===== config.mk =====
export PLATFORM = sky130hd
export DESIGN_NAME = bca_exec
export DESIGN_NICKNAME = d
export VERILOG_FILES = /design/src/core/bca_pkg.sv /design/src/core/bca_exec.sv /design/src/core/bca_alu.sv
export SDC_FILE = /design/constraint.sdc
export NUM_CORES = 2
export LEC_CHECK = 0
export ABC_AREA = 1
export BUFFER_PORTS_ARGS = -buffer_cell sky130_fd_sc_hd__buf_2
export CORE_ASPECT_RATIO = 1.4
export CORE_MARGIN = 2
export CORE_UTILIZATION = 35
export DETAILED_ROUTE_END_ITERATION = 8
export SYNTH_ARGS = -nofsm -noshare
export SYNTH_HDL_FRONTEND = slang
export SYNTH_HIERARCHICAL = 1
export SYNTH_SLANG_ARGS = --single-unit

===== constraint.sdc =====
create_clock -name clk_i -period 7.4 [get_ports clk_i]
set_clock_uncertainty 0.2 [all_clocks]
set_input_delay 0.74 -clock clk_i [delete_from_list [all_inputs] [get_ports clk_i]]
set_output_delay 0.74 -clock clk_i [all_outputs]
set_load 0.01 [all_outputs]

===== src/core/bca_pkg.sv =====
// Package: constants, types and helpers of the byte ALU execution block.
package bca_pkg;

  // Register byte addresses on the bus.
  localparam logic [11:0] BCA_ADR_INSN   = 12'h000;
  localparam logic [11:0] BCA_ADR_WREG   = 12'h004;
  localparam logic [11:0] BCA_ADR_STATUS = 12'h008;
  localparam logic [11:0] BCA_ADR_PC     = 12'h00C;
  localparam logic [11:0] BCA_ADR_CYC    = 12'h010;
  // File registers sit in the window 0x200 to 0x3FC, one per word.
  localparam logic [2:0]  BCA_FILE_SEL   = 3'h1;

  // Instruction word field positions.
  localparam int BCA_OP_LSB   = 0;
  localparam int BCA_DEST_POS = 3;
  localparam int BCA_BIT_LSB  = 4;
  localparam int BCA_FILE_LSB = 8;
  localparam int BCA_K_LSB    = 16;

  // Status word field positions.
  localparam int BCA_STAT_C  = 0;
  localparam int BCA_STAT_DC = 1;
  localparam int BCA_STAT_Z  = 2;

  // Reset values.
  localparam logic [31:0] BCA_INSN_RST = 32'h0000_0000;
  localparam logic [7:0]  BCA_W_RST    = 8'h00;
  localparam logic [7:0]  BCA_FILE_RST = 8'h00;
  localparam logic [14:0] BCA_PC_RST   = 15'h0000;
  localparam logic        BCA_FLAG_RST = 1'b0;
  localparam logic [1:0]  BCA_CYC_RST  = 2'h0;

  // Timing counts and program counter steps.
  localparam logic [1:0]  BCA_CYC_SINGLE = 2'h1;
  localparam logic [1:0]  BCA_CYC_DOUBLE = 2'h2;
  localparam logic [14:0] BCA_PC_STEP    = 15'h0001;
  localparam logic [14:0] BCA_PC_SKIP    = 15'h0002;

  // Operation codes; code 7 is treated as no_operation.
  typedef enum logic [2:0] {
    BCA_ADD_WORK_TO_FILE         = 3'h0,
    BCA_ADD_WORK_FILE_WITH_CARRY = 3'h1,
    BCA_ARITH_SHIFT_RIGHT_FILE   = 3'h2,
    BCA_BIT_CLEAR_FILE           = 3'h3,
    BCA_BIT_TEST_SKIP_IF_ZERO    = 3'h4,
    BCA_RELATIVE_JUMP            = 3'h5,
    BCA_NO_OPERATION             = 3'h6
  } bca_op_e;

  // Sequencer states, one-hot.
  typedef enum logic [2:0] {
    BCA_S_IDLE = 3'b001,
    BCA_S_EXEC = 3'b010,
    BCA_S_NOP  = 3'b100
  } bca_state_e;

  // Decoded instruction.
  typedef struct packed {
    bca_op_e    op;
    logic       dest;
    logic [2:0] bit_sel;
    logic [6:0] faddr;
    logic [8:0] k;
  } bca_insn_s;

  // Datapath result with flag values and write enables.
  typedef struct packed {
    logic [7:0] res;
    logic       c;
    logic       dc;
    logic       z;
    logic       tbit;
    logic       to_w;
    logic       to_file;
    logic       upd_cz;
    logic       upd_dc;
  } bca_alu_s;

  // Splits an instruction word into its fields.
  function automatic bca_insn_s bca_decode(input logic [31:0] word);
    bca_insn_s d;
    d.op      = bca_op_e'(word[BCA_OP_LSB +: 3]);
    d.dest    = word[BCA_DEST_POS];
    d.bit_sel = word[BCA_BIT_LSB +: 3];
    d.faddr   = word[BCA_FILE_LSB +: 7];
    d.k       = word[BCA_K_LSB +: 9];
    return d;
  endfunction

  // Replaces the byte lanes of a word that the select bits enable.
  function automatic logic [31:0] bca_merge(input logic [31:0] old_v,
                                            input logic [31:0] new_v,
                                            input logic [3:0]  sel);
    logic [31:0] m;
    m = old_v;
    for (int i = 0; i < 4; i++) begin
      if (sel[i]) begin
        m[8*i +: 8] = new_v[8*i +: 8];
      end
    end
    return m;
  endfunction

endpackage


===== src/core/bca_exec.sv =====
// Module: byte ALU execution block with a classic Wishbone register slave.
//
// Notes on behaviour
// - Adding work to file sums the working register and file register 0 to 127, updating C, DC, Z.
// - For add, add with carry and shift, destination 0 writes W and 1 writes the file register.
// - The arithmetic shift moves bits toward bit 0, keeps bit 7, puts old bit 0 in C, updates Z.
// - Add with carry sums W, the file register and the carry flag, updating C, DC and Z.
// - Bit clear zeroes the selected bit 0 to 7 and leaves other bits and all flags alone.
// - Bit test skips the next instruction with a one-cycle no_operation when the bit is zero.
// - The relative jump loads the incremented program counter plus a signed 9-bit offset.
// - The relative jump always takes two instruction cycles.
// - A counter change or a true test costs two cycles, the second being a no_operation.
//
// Our own choices: the Wishbone register port and the address map.
module bca_exec
  import bca_pkg::*;
(
  // Clock and reset.
  input  wire logic        clk_i,
  input  wire logic        rst_i,
  // Wishbone slave.
  input  wire logic        wb_cyc_i,
  input  wire logic        wb_stb_i,
  input  wire logic        wb_we_i,
  input  wire logic [11:0] wb_adr_i,
  input  wire logic [3:0]  wb_sel_i,
  input  wire logic [31:0] wb_dat_i,
  output logic      [31:0] wb_dat_o,
  output logic             wb_ack_o
);

  bca_state_e  state_reg;
  bca_state_e  state_next;
  logic [31:0] insn_word_reg;
  logic [7:0]  w_reg;
  logic [14:0] pc_reg;
  logic        c_reg;
  logic        dc_reg;
  logic        z_reg;
  logic [1:0]  cyc_reg;
  logic [7:0]  file_reg [128];
  logic        ack_reg;
  logic [31:0] dat_reg;

  wire logic        idle;
  wire logic        exec;
  wire logic        bus_req;
  wire logic        bus_wr;
  wire logic        hit_insn;
  wire logic        hit_wreg;
  wire logic        hit_status;
  wire logic        hit_pc;
  wire logic        hit_cyc;
  wire logic        hit_file;
  wire logic [6:0]  file_idx;
  wire logic [31:0] rd_data;
  wire logic [31:0] wr_word;
  wire bca_insn_s   insn;
  wire logic [7:0]  f_sel;
  bca_alu_s         alu;
  wire logic        is_jump;
  wire logic        skip;
  wire logic        two_cycle;
  wire logic [14:0] pc_inc;
  wire logic [14:0] pc_exec;

  // Sequencer state decode.
  assign idle = state_reg == BCA_S_IDLE;
  assign exec = state_reg == BCA_S_EXEC;

  // The bus is served only while idle, so software never races execution.
  assign bus_req = wb_cyc_i & wb_stb_i & ~ack_reg & idle;
  assign bus_wr  = bus_req & wb_we_i;

  // Address decode; anything else is acked, reads zero and ignores writes.
  assign hit_insn   = wb_adr_i == BCA_ADR_INSN;
  assign hit_wreg   = wb_adr_i == BCA_ADR_WREG;
  assign hit_status = wb_adr_i == BCA_ADR_STATUS;
  assign hit_pc     = wb_adr_i == BCA_ADR_PC;
  assign hit_cyc    = wb_adr_i == BCA_ADR_CYC;
  assign hit_file   = (wb_adr_i[11:9] == BCA_FILE_SEL) & (wb_adr_i[1:0] == 2'h0);
  assign file_idx   = wb_adr_i[8:2];

  // Read data select and byte-lane merge for writes.
  assign rd_data = hit_insn   ? insn_word_reg :
                   hit_wreg   ? {24'h000000, w_reg} :
                   hit_status ? {29'h0, z_reg, dc_reg, c_reg} :
                   hit_pc     ? {17'h0, pc_reg} :
                   hit_cyc    ? {30'h0, cyc_reg} :
                   hit_file   ? {24'h000000, file_reg[file_idx]} :
                   32'h00000000;
  assign wr_word = bca_merge(rd_data, wb_dat_i, wb_sel_i);

  // Instruction fields and the addressed file register operand.
  assign insn  = bca_decode(insn_word_reg);
  assign f_sel = file_reg[insn.faddr];

  // Datapath.
  bca_alu u_alu (
    .insn_i (insn),
    .w_i    (w_reg),
    .f_i    (f_sel),
    .c_i    (c_reg),
    .alu_o  (alu)
  );

  // Program counter and cycle count of the running instruction.
  assign is_jump   = insn.op == BCA_RELATIVE_JUMP;
  assign skip      = (insn.op == BCA_BIT_TEST_SKIP_IF_ZERO) & ~alu.tbit;
  assign two_cycle = is_jump | skip;
  assign pc_inc    = pc_reg + BCA_PC_STEP;
  assign pc_exec   = is_jump ? pc_inc + {{6{insn.k[8]}}, insn.k} :
                     skip    ? pc_reg + BCA_PC_SKIP :
                     pc_inc;

  // Next state: a write to the instruction register starts execution.
  always_comb begin
    state_next = state_reg;
    unique case (state_reg)
      BCA_S_IDLE: begin
        if (bus_wr & hit_insn) begin
          state_next = BCA_S_EXEC;
        end
      end
      BCA_S_EXEC: begin
        state_next = two_cycle ? BCA_S_NOP : BCA_S_IDLE;
      end
      BCA_S_NOP: begin
        state_next = BCA_S_IDLE;
      end
      default: begin
        state_next = BCA_S_IDLE;
      end
    endcase
  end

  // Sequencer state.
  always_ff @(posedge clk_i) begin
    if (rst_i) begin
      state_reg <= BCA_S_IDLE;
    end else begin
      state_reg <= state_next;
    end
  end

  // Instruction register and last cycle count.
  always_ff @(posedge clk_i) begin
    if (rst_i) begin
      insn_word_reg <= BCA_INSN_RST;
      cyc_reg       <= BCA_CYC_RST;
    end else begin
      if (bus_wr & hit_insn) begin
        insn_word_reg <= wr_word;
      end
      if (exec) begin
        cyc_reg <= two_cycle ? BCA_CYC_DOUBLE : BCA_CYC_SINGLE;
      end
    end
  end

  // Working register and program counter.
  always_ff @(posedge clk_i) begin
    if (rst_i) begin
      w_reg  <= BCA_W_RST;
      pc_reg <= BCA_PC_RST;
    end else if (exec) begin
      if (alu.to_w) begin
        w_reg <= alu.res;
      end
      pc_reg <= pc_exec;
    end else begin
      if (bus_wr & hit_wreg) begin
        w_reg <= wr_word[7:0];
      end
      if (bus_wr & hit_pc) begin
        pc_reg <= wr_word[14:0];
      end
    end
  end

  // Status flags; bit clear, bit test and jump leave them alone.
  always_ff @(posedge clk_i) begin
    if (rst_i) begin
      c_reg  <= BCA_FLAG_RST;
      dc_reg <= BCA_FLAG_RST;
      z_reg  <= BCA_FLAG_RST;
    end else if (exec) begin
      if (alu.upd_cz) begin
        c_reg <= alu.c;
        z_reg <= alu.z;
      end
      if (alu.upd_dc) begin
        dc_reg <= alu.dc;
      end
    end else if (bus_wr & hit_status) begin
      c_reg  <= wr_word[BCA_STAT_C];
      dc_reg <= wr_word[BCA_STAT_DC];
      z_reg  <= wr_word[BCA_STAT_Z];
    end
  end

  // File registers, written by execution or by the bus when idle.
  always_ff @(posedge clk_i) begin
    if (rst_i) begin
      for (int i = 0; i < 128; i++) begin
        file_reg[i] <= BCA_FILE_RST;
      end
    end else if (exec & alu.to_file) begin
      file_reg[insn.faddr] <= alu.res;
    end else if (bus_wr & hit_file) begin
      file_reg[file_idx] <= wr_word[7:0];
    end
  end

  // Bus answer: one cycle after the request, dropped the cycle after.
  always_ff @(posedge clk_i) begin
    if (rst_i) begin
      ack_reg <= 1'b0;
      dat_reg <= 32'h00000000;
    end else begin
      ack_reg <= bus_req;
      if (bus_req) begin
        dat_reg <= rd_data;
      end
    end
  end

  assign wb_ack_o = ack_reg;
  assign wb_dat_o = dat_reg;

  // Reference sums built independently of the datapath for checking.
  wire logic [8:0]  ref_sum;
  wire logic [4:0]  ref_nib;
  wire logic [14:0] ref_jump;
  assign ref_sum  = {1'b0, w_reg} + {1'b0, f_sel} +
                    {8'h00, c_reg & (insn.op == BCA_ADD_WORK_FILE_WITH_CARRY)};
  assign ref_nib  = {1'b0, w_reg[3:0]} + {1'b0, f_sel[3:0]};
  assign ref_jump = pc_reg + BCA_PC_STEP + {{6{insn.k[8]}}, insn.k};
endmodule


===== src/core/bca_alu.sv =====
// Module: combinational byte datapath for add, shift, bit clear and bit test.
module bca_alu
  import bca_pkg::*;
(
  // Instruction and operands.
  input  wire bca_insn_s  insn_i,
  input  wire logic [7:0] w_i,
  input  wire logic [7:0] f_i,
  input  wire logic       c_i,
  // Result, flags and write enables.
  output bca_alu_s        alu_o
);

  wire logic       is_addc;
  wire logic       is_add;
  wire logic       is_asr;
  wire logic       is_bclr;
  wire logic       carry_in;
  wire logic [8:0] sum9;
  wire logic [4:0] low5;
  wire logic [7:0] res;

  // Operation class decode.
  assign is_addc  = insn_i.op == BCA_ADD_WORK_FILE_WITH_CARRY;
  assign is_add   = (insn_i.op == BCA_ADD_WORK_TO_FILE) | is_addc;
  assign is_asr   = insn_i.op == BCA_ARITH_SHIFT_RIGHT_FILE;
  assign is_bclr  = insn_i.op == BCA_BIT_CLEAR_FILE;
  assign carry_in = is_addc & c_i;

  // Full sum and low nibble sum, the latter giving the nibble carry.
  assign sum9 = {1'b0, w_i} + {1'b0, f_i} + {8'h00, carry_in};
  assign low5 = {1'b0, w_i[3:0]} + {1'b0, f_i[3:0]} + {4'h0, carry_in};

  // Result select; the shift keeps the top bit in place.
  assign res = is_add  ? sum9[7:0] :
               is_asr  ? {f_i[7], f_i[7:1]} :
               is_bclr ? (f_i & ~(8'h01 << insn_i.bit_sel)) :
               f_i;

  // Flags and destination enables.
  assign alu_o = '{
    res:     res,
    c:       is_asr ? f_i[0] : sum9[8],
    dc:      low5[4],
    z:       res == 8'h00,
    tbit:    f_i[insn_i.bit_sel],
    to_w:    (is_add | is_asr) & ~insn_i.dest,
    to_file: ((is_add | is_asr) & insn_i.dest) | is_bclr,
    upd_cz:  is_add | is_asr,
    upd_dc:  is_add
  };

endmodule


; ---- Word-level counts from Yosys, hierarchy flattened
; Memories as Yosys holds them, arrays and structs flattened. A register that Yosys moved wholly into a read port is not among the register bits.
; Index checks and enable logic that the tools add are counted.
[word_totals]
regBits = 96
latchBits = 0
mem_bits_rw = 1024
mem_bits_ro = 0
inputBits = 53
out_inout_bits = 33
memories = 1
[op_classes]
n_addsub = 7
n_mul = 0
n_div = 0
magnitude_cmp = 1
eq_ne = 16
shifts = 1
mux = 53
n_bitwise = 24
reduce_logical = 12
[mem_list]
columns = memory, words, width, read_ports, rd_ports_with_merged_regs, wr, line
row1 = file_reg, 128, 8, 2, 1, 128, bca_exec.sv:41  ; logic [7:0] file_reg [128];
[op_table]
columns = operator, count
row1 = 8-bit 2-to-1 mux, 14
row2 = 15-bit 2-to-1 mux, 7
row3 = 32-bit 2-to-1 mux, 1
row4 = 7-bit 2-to-1 mux, 4
row5 = 12-bit by 4-bit equality test with 1-bit output (second input constant), 2
row6 = 1-bit 2-to-1 mux, 22
row7 = 8-bit OR reduction, 2
row8 = 15-bit by 1-bit adder with 15-bit output (second input constant), 1
row9 = 15-bit adder, 1
row10 = 15-bit by 2-bit adder with 15-bit output (second input constant), 1
row11 = 1-bit bitwise AND, 15
row12 = 12-bit by 3-bit equality test with 1-bit output (second input constant), 1
row13 = 12-bit by 5-bit equality test with 1-bit output (second input constant), 1
row14 = 12-bit logical NOT, 1
row15 = 8-bit by 8-bit adder with 9-bit output, 1
row16 = 9-bit by 1-bit adder with 9-bit output, 1
row17 = 3-bit by 1-bit equality test with 1-bit output (second input constant), 3
row18 = 3-bit by 2-bit equality test with 1-bit output (second input constant), 3
row19 = 8-bit bitwise AND, 1
row20 = 8-bit logical NOT, 1
row21 = 2-bit by 1-bit inequality test with 1-bit output (second input constant), 4
row22 = 8-bit NOT, 1
row23 = 1-bit by 3-bit left shift with 8-bit output (first input constant), 1
row24 = 3-bit equality test (second input constant), 2
row25 = other kinds (13), 23

; ---- Longest topological paths before layout
[logic_depth]
ltp_word = 12
ltp_mapped = 27
mapped_depth_nobuf = 24

; ---- Modules after synthesis
; Netlist, hierarchy kept.
[by_module_without_submodules]
columns = module, instances, cells_each, area_per_inst_um2, seq_area_each_um2
row1 = bca_exec, 1, 7209, 60580.6, 32811.5
row2 = bca_alu, 1, 154, 783.3, 0.0

; ---- Worst setup path before layout
; No wires, ideal clock.
[synth_timing]
path_type = reg2reg
start = register with a tool-made name
end = memory file_reg[101][4] (data pin)
setup_time_ps = 261
arrival_ps = 4156
slack_ps = 2783
stages_incl_launch_ff = 22
synth_period_minus_slack_ps = 4617
path_cell_list = dfxtp_1 -> clkbuf_1 -> clkbuf_1 -> clkbuf_1 -> clkbuf_1 -> clkbuf_1 -> a21oi_1 -> a221oi_1 -> o221ai_1 -> nand3_1 -> a32oi_1 -> fa_1 -> fa_1 -> nand2_1 -> nand2_1 -> and2_4 -> nor2_1 -> o21ai_1 -> o21ai_1 -> buf_2 -> buf_2 -> nor2_1
[synth_lines]
columns = element, line
row1 = "end, declared", bca_exec.sv:41

==> metrics.cfg <==
[placed_design]
port_buffers=85
hpwlAfterDp_um=162000
finalWeightedCongestion=0.956
dpl_cell_area_mm2=0.0639
dp_slack_ns=1.16

[worst_setup_path]
slowest_stage=sky130_fd_sc_hd__o221ai_1
worstPathBufferInverterCount=3
cp_max_fo=168
crit_cells=17
timing.critical_path.to_type=flop
critical_path.cell_chain=buf_12 > o21ai_0 > o22ai_1 > nor2_1 > o221ai_1 > o311ai_0 > a32oi_1 > ha_1 > nand2_1 > inv_1 > a21oi_1 > nand3_1 > nand3_1 > nand2_1 > o21ai_4 > buf_12 > nor2_1
crit_required_ns=7.70
timing.critical_path.from_type=flop
regToRegSetupSlack_ns=0.73
worst_r2r_path_depth=17
worst_setup_path_endpoint=file_reg[102][7]$_SDFFCE_PN0P_
timing_worst_setup_path_type=reg2reg
cp_top_family=compound AO/OA/AOI/OAI gates
cp_slowest_stage_delay_ns=0.78
worstPathArrival_ns=6.96
worstReg2RegEnd=file_reg[102][7]$_SDFFCE_PN0P_

[cts]
post_cts_resized=0
clk_path_buf_depth=3
cts.sink_count=1127
cts_hold_repair_buffers=0
cts_buffers=109
clock_tree_from_tritoncts=done
clk_transition_reported_paths_ns=0.07
cts_htree_levels=3
clkLatencyLatePin_ns=0.79
cts.repair_timing.setup_buffer_count=0
clock_tree.root_cell=sky130_fd_sc_hd__clkbuf_16

[synthesis]
async_flop_share_pct=0
post_synthesis_instance_total=7363
count_of_flip_flops_with_a_built_in_enable_after_synthesis=1024
yosys_warnings=6
synth_ff_type=sky130_fd_sc_hd__edfxtp_1
synth.cell_area_mm2=0.0614
mappedNetlistNets=7445
ys_ff_latch=1127
synth_cell_types=56
synth_sequential_area_ratio_pct=53.5
postSynthAreaPerCell_um2=8.33

[detailed_routing]
wl_um=257000
detail-route-antenna-nets=0
drt_drc=0
dr.first_iter.drc_count=8413
viasPerCell=6.07
dr_total_vias=57743
routed_wire_length_per_instance_um=27.0
drt_first_pass_iters=9

[sta]
ratio_of_final_minimum_period_to_clock_period_pct=90.1
setup_repair_after_global_routing_missed_its_margin=false
final_critical_path_setup_slack_ns=0.735
fmax_mhz=150
final_max_slew_viols=2
min_cycle_time_layout_ns=6.67
final_hold_viol_count=0
hold-worst-slack_ns=0.0461
slew_of_the_pin_with_the_lowest_slew_margin_ns=1.57
remaining_max_slew_budget_at_the_tightest_pin_pct=-6.03
setup-violations-final=0
totalNegativeSetupSlack_ns=0

[die]
initial_utilization_pct=35.3
design.die.area_mm2=0.179
die_width_um=358
core.rowCount=181
fp.dieH_um=499
io_pins=86
core_area_mm2=0.174

[hold_path]
worstHoldPathCells=3
hold_path.class=in2reg

[grt]
antenna_violations_before_repair=10
wire_length_of_the_first_global_routing_pass_um=371000
grt_usage_pct=27.9
grt_max_degree=179
first_global_vias=54883
grt_overflow_total=0

[power_and_ir_drop]
leakage_nw=24.8
power_per_cell_area_mw_per_mm2=208
irDropWorstVdd_v=0.000168

[run]
maxCapViolations=1

[layout]
final.fill_count=17484
finish.net_count=7205
multi_input_gate_area_in_the_final_layout_mm2=0.0252
register_area_mm2=0.0328
flow.area_growth_from_synthesis_pct=9.78
finish.instance_area_mm2=0.0674
drive_above_1_share_pct=7.63
largest_register_ff_count=1024

[outcome]
violated_checks=capacitance limit, slew limit
status=complete, but fails checks

==> placed cells by master (no fill, tap or decap), types with 114 or more instances in the layout <==
master / synthesis / layout
sky130_fd_sc_hd__nand2_1: 1400 / 1396
sky130_fd_sc_hd__inv_1: 250 / 247
sky130_fd_sc_hd__a22oi_1: 114 / 114
sky130_fd_sc_hd__nand4_1: 147 / 147
sky130_fd_sc_hd__o22ai_1: 215 / 215
sky130_fd_sc_hd__edfxtp_1: 1024 / 1024
sky130_fd_sc_hd__nor2_1: 1665 / 1661
sky130_fd_sc_hd__nand3_1: 218 / 217
sky130_fd_sc_hd__a21oi_1: 433 / 432
sky130_fd_sc_hd__o21ai_0: 818 / 818
==> synthesized netlist by cell type (5+ instances only) <==
library cell               number  area [µm²]
sky130_fd_sc_hd__xor2_1        18         158
sky130_fd_sc_hd__a22o_1         6        52.6
sky130_fd_sc_hd__inv_2         18        67.6
sky130_fd_sc_hd__clkbuf_1     326        1220
sky130_fd_sc_hd__nand2_2       70         438
sky130_fd_sc_hd__and3_1         5        31.3
sky130_fd_sc_hd__buf_2        179         896
sky130_fd_sc_hd__or2_2          5        31.3
sky130_fd_sc_hd__o21ai_0      818        4090
sky130_fd_sc_hd__nor3_4         9         146
sky130_fd_sc_hd__nand3b_1      12        90.1
sky130_fd_sc_hd__nor3_1        12        60.1
sky130_fd_sc_hd__o21ai_1       12        60.1
sky130_fd_sc_hd__o31ai_1        5        37.5
sky130_fd_sc_hd__o311ai_0      11        96.3
sky130_fd_sc_hd__buf_4         10        75.1
sky130_fd_sc_hd__nand2_4        7        78.8
sky130_fd_sc_hd__o221ai_1      54         473
sky130_fd_sc_hd__nand4_1      147         920
sky130_fd_sc_hd__nor2_1      1665        6250
sky130_fd_sc_hd__a32oi_1        6        52.6
sky130_fd_sc_hd__a22oi_1      114         856
sky130_fd_sc_hd__nor2_2        19         119
sky130_fd_sc_hd__dfxtp_1      103        2060
sky130_fd_sc_hd__xnor2_1        5        43.8
sky130_fd_sc_hd__nand3_1      218        1090
sky130_fd_sc_hd__o211ai_1      24         180
sky130_fd_sc_hd__a31oi_1       16         100
sky130_fd_sc_hd__a21oi_1      433        2170
sky130_fd_sc_hd__buf_1         53         199
sky130_fd_sc_hd__clkinv_1       6        22.5
sky130_fd_sc_hd__ha_1          26         325
sky130_fd_sc_hd__inv_1        250         938
sky130_fd_sc_hd__a221oi_1      13         114
sky130_fd_sc_hd__a211oi_1       8        60.1
sky130_fd_sc_hd__nand2_1     1400        5260
sky130_fd_sc_hd__edfxtp_1    1024       30700
sky130_fd_sc_hd__o22ai_1      215        1350
==> worst min-delay path: stages <==
cell and delay (ns):
sky130_fd_sc_hd__buf_2 0.08, sky130_fd_sc_hd__a21oi_1 0.06, sky130_fd_sc_hd__a21oi_1 0.11
==> cell type report <==
| type | instances | area share, % |
|---|---|---|
| flip-flops and latches | 1127 | 48.7 |
| multi-input cells | 5389 | 37.5 |
| clock buffers | 131 | 4.26 |
| well taps | 2287 | 4.25 |
| repair buffers | 220 | 2.75 |
| inverters | 276 | 1.59 |
| clock inverters | 74 | 0.936 |
| diodes | 2 | 0.00743 |
==> where the power goes <==
group          switching (mW)  internal, mW  total (mW)
Combinational           0.849         0.234        1.08
Clock                    2.66          3.03        5.69
Sequential              0.112          7.12        7.23
Total                    3.62          10.4        14.0
==> kinds of logic after synthesis <==
| family | Yosys count | share of synthesized area, % |
|---|---|---|
| AO/OA/AOI/OAI | 1752 | 16.0 |
| buffers and inverters | 847 | 5.65 |
| AND/OR/NAND/NOR | 3585 | 23.9 |
| XOR/XNOR | 23 | 0.328 |
| flip-flops | 1127 | 53.5 |
| adder cells (fa/ha/maj) | 29 | 0.628 |
==> layer usage <==
metal / vias up / GRT usage (%) / part of all wire [%]
met5: - / 0 / 0.023
met2: 4088 / 44.2 / 45
met1: 27749 / 33.9 / 35
li1: 24947 / - / -
met4: 10 / 20.1 / 8.6
met3: 949 / 5.26 / 11
==> worst min-delay path by stage <==
stage	from	endpoint	slack [ns]
2_1_floorplan	cyc_reg[1]$_SDFFE_PP0N_	cyc_reg[1]$_SDFFE_PP0N_	0.25
3_3_place_gp	wb_dat_o[17]$_SDFFE_PP0N_	wb_dat_o[17]$_SDFFE_PP0N_	0.26
3_5_place_dp	cyc_reg[1]$_SDFFE_PP0N_	cyc_reg[1]$_SDFFE_PP0N_	0.27
4_1_cts	wb_dat_i[15]	insn_word_reg[15]$_SDFFE_PP0P_	0.02
5_1_grt	wb_dat_i[27]	insn_word_reg[27]$_SDFFE_PP0P_	0.05
6_report	wb_dat_i[27]	insn_word_reg[27]$_SDFFE_PP0P_	0.05
==> per-stage QoR <==
stage	std cells	util [%]	total power, mW
2_1_floorplan	7363	-	7.90
3_3_place_gp	9298	36.7	8.39
3_5_place_dp	9299	36.7	8.40
4_1_cts	9504	38.7	14.0
5_1_grt	9505	38.7	14.3
6_report	9506	38.7	14.0
Power figures use the tool's default switching activity.
